==> src/include/hub_cfg_pkg.sv <==
package hub_cfg_pkg;

    localparam logic [7:0] ADDR_CFG_BYTE_TWO   = 8'h07;
    localparam logic [7:0] ADDR_CFG_BYTE_THREE = 8'h08;
    localparam logic [7:0] ADDR_FIXED_MASK     = 8'h09;
    localparam logic [7:0] ADDR_SELF_PWR_OFF   = 8'h0A;
    localparam logic [7:0] ADDR_BUS_PWR_OFF    = 8'h0B;

    localparam logic [7:0] RST_CFG_BYTE_TWO    = 8'h00;
    localparam logic [7:0] RST_CFG_BYTE_THREE  = 8'h00;
    localparam logic [7:0] RST_FIXED_MASK      = 8'h00;
    localparam logic [7:0] RST_PORT_OFF        = 8'h00;

    // Writable bits of each register; the rest are reserved and read as zero.
    localparam logic [7:0] WMASK_CFG_BYTE_TWO   = 8'hB8;
    localparam logic [7:0] WMASK_CFG_BYTE_THREE = 8'h0F;
    localparam logic [7:0] WMASK_PORT_BITS      = 8'h1E;

    localparam int OC_SEL_LSB      = 4;
    localparam int COMPOUND_BIT    = 3;
    localparam int REMAP_BIT       = 3;
    localparam int LED_PIN_MODE_LSB    = 1;
    localparam int STRING_BIT      = 0;

    localparam logic [1:0] LED_PIN_MODE_SPEED = 2'h1;
    localparam logic [1:0] SPEED_HIGH     = 2'h2;
    localparam logic [1:0] SPEED_FULL     = 2'h1;

    localparam int NUM_PORTS       = 4;
    localparam int OC_CNT_W        = 20;

    localparam int MCLK_PERIOD_NS  = 20;
    localparam int OC_DLY_CODE0_NS = 100000;
    localparam int OC_DLY_CODE1_NS = 4000000;
    localparam int OC_DLY_CODE2_NS = 8000000;
    localparam int OC_DLY_CODE3_NS = 16000000;
    localparam int OC_CYC_CODE0    = OC_DLY_CODE0_NS / MCLK_PERIOD_NS;
    localparam int OC_CYC_CODE1    = OC_DLY_CODE1_NS / MCLK_PERIOD_NS;
    localparam int OC_CYC_CODE2    = OC_DLY_CODE2_NS / MCLK_PERIOD_NS;
    localparam int OC_CYC_CODE3    = OC_DLY_CODE3_NS / MCLK_PERIOD_NS;

    typedef struct packed {
        logic       wr;
        logic       rd;
        logic [7:0] addr;
        logic [7:0] wdata;
    } cfg_req_t;

    typedef struct packed {
        logic                report_compound;
        logic                report_led_support;
        logic                string_support_en;
        logic                port_remap_enable;
        logic [4:1]          reported_fixed_ports;
        logic [2:0]          enabled_port_count;
        logic [4:1][2:0]     logical_port_map;
    } hub_report_t;

    typedef struct packed {
        logic [7:0]                          cfg_byte_two_r;
        logic [7:0]                          cfg_byte_three_r;
        logic [7:0]                          fixed_port_mask_r;
        logic [7:0]                          self_pwr_port_off_mask_r;
        logic [7:0]                          bus_pwr_port_off_mask_r;
        logic [7:0]                          rdata_r;
        logic [NUM_PORTS-1:0][OC_CNT_W-1:0]  oc_cnt_r;
        logic [4:1]                          oc_valid_r;
        logic [4:1]                          led_first_n_r;
        logic [4:1]                          led_second_n_r;
        hub_report_t                         report_r;
    } cfg_state_t;

endpackage

==> src/hub_config_option_bytes.sv <==
`timescale 1ns/10ps
`default_nettype none

module hub_config_option_bytes #(
    parameter int OC_CYC_CODE0 = hub_cfg_pkg::OC_CYC_CODE0,
    parameter int OC_CYC_CODE1 = hub_cfg_pkg::OC_CYC_CODE1,
    parameter int OC_CYC_CODE2 = hub_cfg_pkg::OC_CYC_CODE2,
    parameter int OC_CYC_CODE3 = hub_cfg_pkg::OC_CYC_CODE3
) (
    input  wire logic                    mclk,
    input  wire logic                    rst_b,
    input  wire hub_cfg_pkg::cfg_req_t   cfg_req,
    output logic [7:0]                   cfg_rdata,
    input  wire logic                    cfg_from_straps,
    input  wire logic [1:0]              fixed_port_straps,
    input  wire logic                    self_powered,
    input  wire logic [4:1]              port_connected,
    input  wire logic [4:1][1:0]         port_speed,
    input  wire logic [4:1]              oc_sense_n,
    output logic [4:1]                   oc_valid,
    output logic [4:1]                   port_led_first_n,
    output logic [4:1]                   port_led_second_n,
    output hub_cfg_pkg::hub_report_t     hub_report
);

    hub_cfg_pkg::cfg_state_t state_r;
    hub_cfg_pkg::cfg_state_t state_nxt;

    // Decoded option fields, taken from the registered bytes.
    logic [1:0]                       oc_sel;
    logic [hub_cfg_pkg::OC_CNT_W-1:0] oc_limit;
    logic [1:0]                       led_pin_mode;
    logic                             speed_leds;
    logic                             compound_bit;
    logic                             remap_on;
    logic                             string_on;

    // Register-port strobes, one per mapped address.
    logic                             wr_byte_two;
    logic                             wr_byte_three;
    logic                             wr_fixed_mask;
    logic                             wr_self_off;
    logic                             wr_bus_off;
    logic [7:0]                       wdata_byte_two;
    logic [7:0]                       wdata_byte_three;
    logic [7:0]                       wdata_port_bits;
    logic [7:0]                       rd_value;

    // Port-level views used by the reports and the LEDs.
    logic [4:1]                       strap_fixed;
    logic [4:1]                       mask_fixed;
    logic [4:1]                       fixed_ports;
    logic [4:1]                       power_off_mask;
    logic [4:1]                       port_off;
    logic [4:1]                       port_on;
    logic [2:0]                       next_logical;
    logic [4:1][2:0]                  port_map;
    logic [4:1]                       oc_low;
    logic [4:1]                       oc_full;
    logic [4:1]                       high_speed;
    logic [4:1]                       full_speed;

    always_comb begin
        state_nxt        = state_r;
        oc_sel           = state_r.cfg_byte_two_r[hub_cfg_pkg::OC_SEL_LSB +: 2];
        compound_bit     = state_r.cfg_byte_two_r[hub_cfg_pkg::COMPOUND_BIT];
        led_pin_mode         = state_r.cfg_byte_three_r[hub_cfg_pkg::LED_PIN_MODE_LSB +: 2];
        remap_on         = state_r.cfg_byte_three_r[hub_cfg_pkg::REMAP_BIT];
        string_on        = state_r.cfg_byte_three_r[hub_cfg_pkg::STRING_BIT];
        speed_leds       = (led_pin_mode == hub_cfg_pkg::LED_PIN_MODE_SPEED);
        wr_byte_two      = 1'b0;
        wr_byte_three    = 1'b0;
        wr_fixed_mask    = 1'b0;
        wr_self_off      = 1'b0;
        wr_bus_off       = 1'b0;
        wdata_byte_two   = cfg_req.wdata & hub_cfg_pkg::WMASK_CFG_BYTE_TWO;
        wdata_byte_three = cfg_req.wdata & hub_cfg_pkg::WMASK_CFG_BYTE_THREE;
        wdata_port_bits  = cfg_req.wdata & hub_cfg_pkg::WMASK_PORT_BITS;
        rd_value         = 8'h00;
        strap_fixed      = 4'h0;
        mask_fixed       = state_r.fixed_port_mask_r[4:1];
        fixed_ports      = 4'h0;
        power_off_mask   = 4'h0;
        port_off         = 4'h0;
        port_on          = 4'h0;
        next_logical     = 3'h0;
        port_map         = '0;
        oc_low           = ~oc_sense_n;
        oc_full          = 4'h0;
        high_speed       = 4'h0;
        full_speed       = 4'h0;

        // The delay counts are parameters so that a bench can shorten them without touching the logic.
        unique case (oc_sel)
            2'h0: begin
                oc_limit = hub_cfg_pkg::OC_CNT_W'(OC_CYC_CODE0);
            end
            2'h1: begin
                oc_limit = hub_cfg_pkg::OC_CNT_W'(OC_CYC_CODE1);
            end
            2'h2: begin
                oc_limit = hub_cfg_pkg::OC_CNT_W'(OC_CYC_CODE2);
            end
            2'h3: begin
                oc_limit = hub_cfg_pkg::OC_CNT_W'(OC_CYC_CODE3);
            end
        endcase

        // Each write strobe fires only for its own address; unmapped addresses fall through.
        if (cfg_req.wr) begin
            unique case (cfg_req.addr)
                hub_cfg_pkg::ADDR_CFG_BYTE_TWO: begin
                    wr_byte_two = 1'b1;
                end
                hub_cfg_pkg::ADDR_CFG_BYTE_THREE: begin
                    wr_byte_three = 1'b1;
                end
                hub_cfg_pkg::ADDR_FIXED_MASK: begin
                    wr_fixed_mask = 1'b1;
                end
                hub_cfg_pkg::ADDR_SELF_PWR_OFF: begin
                    wr_self_off = 1'b1;
                end
                hub_cfg_pkg::ADDR_BUS_PWR_OFF: begin
                    wr_bus_off = 1'b1;
                end
                default: begin
                end
            endcase
        end

        // Reserved bits are dropped at write time so that reads and reports never see them.
        if (wr_byte_two) begin
            state_nxt.cfg_byte_two_r = wdata_byte_two;
        end
        if (wr_byte_three) begin
            state_nxt.cfg_byte_three_r = wdata_byte_three;
        end
        if (wr_fixed_mask) begin
            state_nxt.fixed_port_mask_r = wdata_port_bits;
        end
        if (wr_self_off) begin
            state_nxt.self_pwr_port_off_mask_r = wdata_port_bits;
        end
        if (wr_bus_off) begin
            state_nxt.bus_pwr_port_off_mask_r = wdata_port_bits;
        end

        // Reads see the registered bytes, so a write in the same cycle is not yet visible.
        unique case (cfg_req.addr)
            hub_cfg_pkg::ADDR_CFG_BYTE_TWO: begin
                rd_value = state_r.cfg_byte_two_r;
            end
            hub_cfg_pkg::ADDR_CFG_BYTE_THREE: begin
                rd_value = state_r.cfg_byte_three_r;
            end
            hub_cfg_pkg::ADDR_FIXED_MASK: begin
                rd_value = state_r.fixed_port_mask_r;
            end
            hub_cfg_pkg::ADDR_SELF_PWR_OFF: begin
                rd_value = state_r.self_pwr_port_off_mask_r;
            end
            hub_cfg_pkg::ADDR_BUS_PWR_OFF: begin
                rd_value = state_r.bus_pwr_port_off_mask_r;
            end
            default: begin
                rd_value = 8'h00;
            end
        endcase
        if (cfg_req.rd) begin
            state_nxt.rdata_r = rd_value;
        end

        // The straps name a count of fixed ports from port 1 upward, up to three, so port 4 can never be strapped fixed.
        unique case (fixed_port_straps)
            2'h0: begin
                strap_fixed = 4'h0;
            end
            2'h1: begin
                strap_fixed = 4'h1;
            end
            2'h2: begin
                strap_fixed = 4'h3;
            end
            2'h3: begin
                strap_fixed = 4'h7;
            end
        endcase

        if (cfg_from_straps) begin
            fixed_ports = strap_fixed;
        end else begin
            fixed_ports = mask_fixed;
        end

        // The power source picks between the two port-off masks, which apply only while remap is off.
        if (self_powered) begin
            power_off_mask = state_r.self_pwr_port_off_mask_r[4:1];
        end else begin
            power_off_mask = state_r.bus_pwr_port_off_mask_r[4:1];
        end
        if (!remap_on) begin
            port_off = power_off_mask;
        end
        port_on = ~port_off;

        // Enabled physical ports are packed into consecutive logical numbers.
        for (int p = 1; p <= hub_cfg_pkg::NUM_PORTS; p++) begin
            if (port_on[p]) begin
                next_logical = next_logical + 3'h1;
                port_map[next_logical] = 3'(p);
            end
        end

        // Speed of each attached device, as seen by the speed indication LEDs.
        for (int p = 1; p <= hub_cfg_pkg::NUM_PORTS; p++) begin
            high_speed[p] = port_connected[p] && (port_speed[p] == hub_cfg_pkg::SPEED_HIGH);
            full_speed[p] = port_connected[p] && (port_speed[p] == hub_cfg_pkg::SPEED_FULL);
        end

        // A glitch shorter than the delay restarts the count from zero. The count saturates at the
        // limit, and the compare is not an equality, so a shorter delay chosen mid-count still fires.
        for (int p = 1; p <= hub_cfg_pkg::NUM_PORTS; p++) begin
            oc_full[p] = (state_r.oc_cnt_r[p-1] >= oc_limit);
            if (oc_low[p]) begin
                if (!oc_full[p]) begin
                    state_nxt.oc_cnt_r[p-1] = state_r.oc_cnt_r[p-1] + 1'b1;
                end
            end else begin
                state_nxt.oc_cnt_r[p-1] = '0;
            end
            state_nxt.oc_valid_r[p] = oc_low[p] && oc_full[p];
        end

        // In USB mode the second LED follows the filtered over-current flag one cycle later.
        for (int p = 1; p <= hub_cfg_pkg::NUM_PORTS; p++) begin
            if (speed_leds) begin
                state_nxt.led_first_n_r[p]  = !high_speed[p];
                state_nxt.led_second_n_r[p] = !full_speed[p];
            end else begin
                state_nxt.led_first_n_r[p]  = !(port_connected[p] && port_on[p]);
                state_nxt.led_second_n_r[p] = !state_r.oc_valid_r[p];
            end
        end

        // Disabled ports are left out of the fixed-port report as well.
        state_nxt.report_r.logical_port_map     = port_map;
        state_nxt.report_r.enabled_port_count   = next_logical;
        state_nxt.report_r.reported_fixed_ports = fixed_ports & port_on;
        if (cfg_from_straps) begin
            state_nxt.report_r.report_compound = |fixed_ports;
        end else begin
            state_nxt.report_r.report_compound = compound_bit;
        end
        state_nxt.report_r.report_led_support = !speed_leds;
        state_nxt.report_r.string_support_en  = string_on;
        state_nxt.report_r.port_remap_enable  = remap_on;
    end

    always_ff @(posedge mclk or negedge rst_b) begin
        if (!rst_b) begin
            state_r                          <= '0;
            state_r.cfg_byte_two_r           <= hub_cfg_pkg::RST_CFG_BYTE_TWO;
            state_r.cfg_byte_three_r         <= hub_cfg_pkg::RST_CFG_BYTE_THREE;
            state_r.fixed_port_mask_r        <= hub_cfg_pkg::RST_FIXED_MASK;
            state_r.self_pwr_port_off_mask_r <= hub_cfg_pkg::RST_PORT_OFF;
            state_r.bus_pwr_port_off_mask_r  <= hub_cfg_pkg::RST_PORT_OFF;
            state_r.led_first_n_r            <= 4'hF;
            state_r.led_second_n_r           <= 4'hF;
        end else begin
            state_r <= state_nxt;
        end
    end

    assign cfg_rdata         = state_r.rdata_r;
    assign oc_valid          = state_r.oc_valid_r;
    assign port_led_first_n  = state_r.led_first_n_r;
    assign port_led_second_n = state_r.led_second_n_r;
    assign hub_report        = state_r.report_r;

endmodule

`default_nettype wire

==> config.mk <==
export PLATFORM = sky130hd
export DESIGN_NAME = hub_config_option_bytes
export DESIGN_NICKNAME = d
export VERILOG_FILES = /design/src/include/hub_cfg_pkg.sv /design/src/hub_config_option_bytes.sv
export SDC_FILE = /design/constraint.sdc
export NUM_CORES = 1
export LEC_CHECK = 0
export BUFFER_PORTS_ARGS = -buffer_cell sky130_fd_sc_hd__buf_2
export CAP_MARGIN = 5
export CELL_PAD_IN_SITES_DETAIL_PLACEMENT = 1
export CELL_PAD_IN_SITES_GLOBAL_PLACEMENT = 2
export CORE_MARGIN = 5
export CORE_UTILIZATION = 41
export DETAILED_ROUTE_END_ITERATION = 6
export GPL_TIMING_DRIVEN = 1
export PLACE_DENSITY = 0.95
export SLEW_MARGIN = 20
export SYNTH_ARGS = -nofsm -noshare
export SYNTH_HDL_FRONTEND = slang
export SYNTH_SLANG_ARGS = --single-unit
==> constraint.sdc <==
create_clock -name mclk -period 5.2 [get_ports mclk]
set_clock_uncertainty 0.15 [all_clocks]
set_input_delay 1.04 -clock mclk [delete_from_list [all_inputs] [get_ports mclk]]
set_output_delay 1.04 -clock mclk [all_outputs]
set_load 0.02 [all_outputs]
==> impl_metrics.json <==
{
  "outcome": "finished clean",
  "avgSynthCellArea_um2": 9.75,
  "p_per_area_nw_per_um2": 294,
  "clk_pin_slew_worst_paths_ps": 70,
  "rows": 52,
  "final_core_util_pct": 46.6,
  "fin_setup_tns_ps": 0,
  "antenna_found_initial": 0,
  "placed_area_um2": 8790,
  "fillers": 2294,
  "fmax_ghz": 0.250,
  "power_frac_comb_pct": 9.7,
  "netlist_area_um2": 8420,
  "ctsRootBufferMaster": "clkbuf_16",
  "reg2reg_depth": 10,
  "hold_viol": 0,
  "leakagePower_nw": 4.23,
  "grt-ovfl-total": 0,
  "vias": 6722,
  "clock_path_buffers": 2,
  "cts.sinks": 140,
  "syn_nets": 972,
  "fin_area_um2": 9440,
  "layout-drive-gt1-share_pct": 18.3,
  "synth.distinct_cells": 63,
  "maxSlewHeadroom_pct": 29.6,
  "synth_ff_type": "dfrtp_1",
  "wirelength_mm": 21.8,
  "regToRegSetupSlack_ps": 1200,
  "post-route-drc-count": 0,
  "min_path_type": "reg -> reg",
  "die_y_um": 153,
  "yosysWarnings": 0,
  "coreArea_um2": 20200,
  "ys_ff_latch": 140,
  "clkPwrFrac_pct": 48.8,
  "grt_usage_pct": 19.0,
  "grt_pass1_vias": 7212,
  "cts_tree": "built",
  "drtAntennaViolNets": 0,
  "rr_endpoint": "state_r[103]",
  "antennaDiodeCount": 0,
  "critPathMaxFanout": 29,
  "cp.required_ps": 5400,
  "tightestPinTransition_ps": 1060,
  "hp-start": "oc_valid[4]",
  "crit_type": "reg -> reg",
  "synth.yosys.seq_area_share_pct": 41.7,
  "swShare_pct": 26.2,
  "worstSkewPairLatency_ps": 440,
  "synthArstFlopShare_pct": 100,
  "whs_path_depth": 1,
  "grt_pass1_wl_mm": 36.8,
  "start_util_pct": 41.6,
  "drv_slew": 0,
  "holdPathEnd": "port_led_second_n[4]",
  "period_share_pct": 76.9,
  "fp.dieW_um": 153,
  "p_switching_w": 0.000726,
  "avgViaCountPerCell": 5.68,
  "p_seq_share_pct": 41.5,
  "worst_hold_slack_ps": 260,
  "cts_setup_buffers": 0,
  "synth_edf_count": 0,
  "syn_inst": 863,
  "total_power_w": 0.00277,
  "ioPinCount": 83,
  "drt_iter0_markers": 332,
  "grt_max_degree": 64,
  "critPathLaunchType": "flip-flop",
  "cts_max_level": 4,
  "cts_resized": 0,
  "port_buffers": 80,
  "hpwlAfterDp_mm": 15.2,
  "place.gp.congestion": 0.779,
  "die-area_um2": 23500,
  "arrival_ps": 4200,
  "drv_cap": 0,
  "worstSetupEndpointType": "flip-flop",
  "timing.rr.start": "oc_sel[0]",
  "fin_nets": 1009,
  "numCtsBuffers": 17,
  "rsz0062_at_grt": "false",
  "cts_hold_buf": 0,
  "cellInternalPower_w": 0.00205,
  "area_delta_synth_final_pct": 12.1,
  "fin_crit_ps": 4000,
  "wl_per_cell_um": 18.5,
  "ir_drop_mv": 0.176,
  "setup_violations": 0,
  "firstDrtPassIters": 4
}
-- final cells by class --
class | instances | area, um2 | share of cell area, %
clock buffer | 19 | 443 | 4.69
tap | 270 | 338 | 3.58
timing repair buffer | 89 | 474 | 5.02
clock inverter | 13 | 200 | 2.12
sequential | 140 | 3510 | 37.2
inverter | 38 | 143 | 1.51
multi-input combinational | 614 | 4330 | 45.9
-- through the flow --
stage               worst slack (ps)  instances
floorplan                       1660        863
global placement                1200       1151
detailed placement              1030       1151
CTS                             1210       1183
global route                     961       1183
finish                          1200       1183
-- logic make-up (layout without fill, tap and decap cells) --
family | count (synthesis) | count (layout) | share of synthesized area (%)
AND/OR/NAND/NOR | 299 | 299 | 18.8
AO/OA/AOI/OAI | 170 | 170 | 13.1
flip-flops | 140 | 140 | 41.7
buffers and inverters | 109 | 159 | 6.88
adder cells (fa/ha/maj) | 69 | 69 | 10.3
multiplexers | 38 | 38 | 5.17
XOR/XNOR | 37 | 37 | 3.85
other | 1 | 1 | 0.0446
-- worst max-delay path by stage --
stage,cells after the start,slack [ps],to,startpoint
floorplan,10,1660,hub_report[0],self_powered
global placement,10,1200,hub_report[0],self_powered
detailed placement,10,1030,hub_report[0],self_powered
CTS,10,1210,state_r[38],oc_sel[0]
global route,10,960,state_r[38],oc_sel[0]
finish,10,1200,state_r[103],oc_sel[0]
-- critical path: stages (launching register included) --
cell	delay, ps
dfrtp_1	380
buf_4	210
ha_1	230
inv_1	320
ha_1	330
a2111o_1	410
a221o_1	360
a21oi_1	340
o21ai_2	390
or4_1	600
a21oi_1	190
-- per-layer routing --
metal	GRT usage (%)	part of all wire, %	vias up
li1	-	-	3165
met1	23.9	44	3400
met2	33.5	51	137
met3	3.85	3.8	20
met4	4.84	1.0	0
met5	0	0	-
-- cells in the final DEF, fill, tap and decap left out, types with 16 or more instances in the layout --
cell type and count:
dfrtp_1 132, buf_2 79, nor2_1 71, ha_1 68, a21oi_1 58, nand2_1 50, o21ai_0 39, inv_1 36
nand3_1 35, xnor2_1 25, mux2_2 24, nand4_1 24, or3_1 23, clkbuf_16 17, and3_1 16
-- registers in the layout, summed over array words and instances (netlist names) --
| signal | flops |
|---|---|
| state_r | 89 |
| hub_report | 21 |
| cfg_rdata | 7 |
| mask_fixed | 4 |
| oc_valid | 4 |
| port_led_first_n | 4 |
| port_led_second_n | 4 |
| led_pin_mode | 2 |
| oc_sel | 2 |
| compound_bit | 1 |
| remap_on | 1 |
| state_nxt | 1 |
-- synthesized netlist by cell type, types with 7 or more instances --
library cell | number | area [um2]
mux2_2 | 24 | 270
xnor2_1 | 25 | 219
nand3_1 | 35 | 175
nand4_1 | 24 | 150
nor2_1 | 71 | 267
nor2b_1 | 7 | 43.8
ha_1 | 68 | 851
o21ai_0 | 39 | 195
xor2_1 | 12 | 105
or4_1 | 12 | 90.1
or3_1 | 23 | 144
nor3_1 | 12 | 60.1
buf_4 | 43 | 323
clkbuf_1 | 26 | 97.6
inv_1 | 36 | 135
a21o_1 | 8 | 60.1
nand2b_1 | 9 | 56.3
and3_1 | 16 | 100
nand2_1 | 50 | 188
mux2i_1 | 12 | 120
a21oi_1 | 59 | 295
o31ai_1 | 11 | 82.6
dfstp_2 | 8 | 210
dfrtp_1 | 132 | 3300
-- power groups by stage --
| stage | sequential [W] | clock [W] | combinational (W) |
|---|---|---|---|
| 6_report | 0.00115 | 0.00135 | 0.000269 |
| 5_1_grt | 0.00116 | 0.00143 | 0.000298 |
| 2_1_floorplan | 0.00116 | 0 | 0.000189 |
| 4_1_cts | 0.00115 | 0.00138 | 0.000273 |
| 3_3_place_gp | 0.00117 | 0 | 0.000258 |
| 3_5_place_dp | 0.00117 | 0 | 0.000267 |
Note: power is estimated with default switching activity, not from simulation.
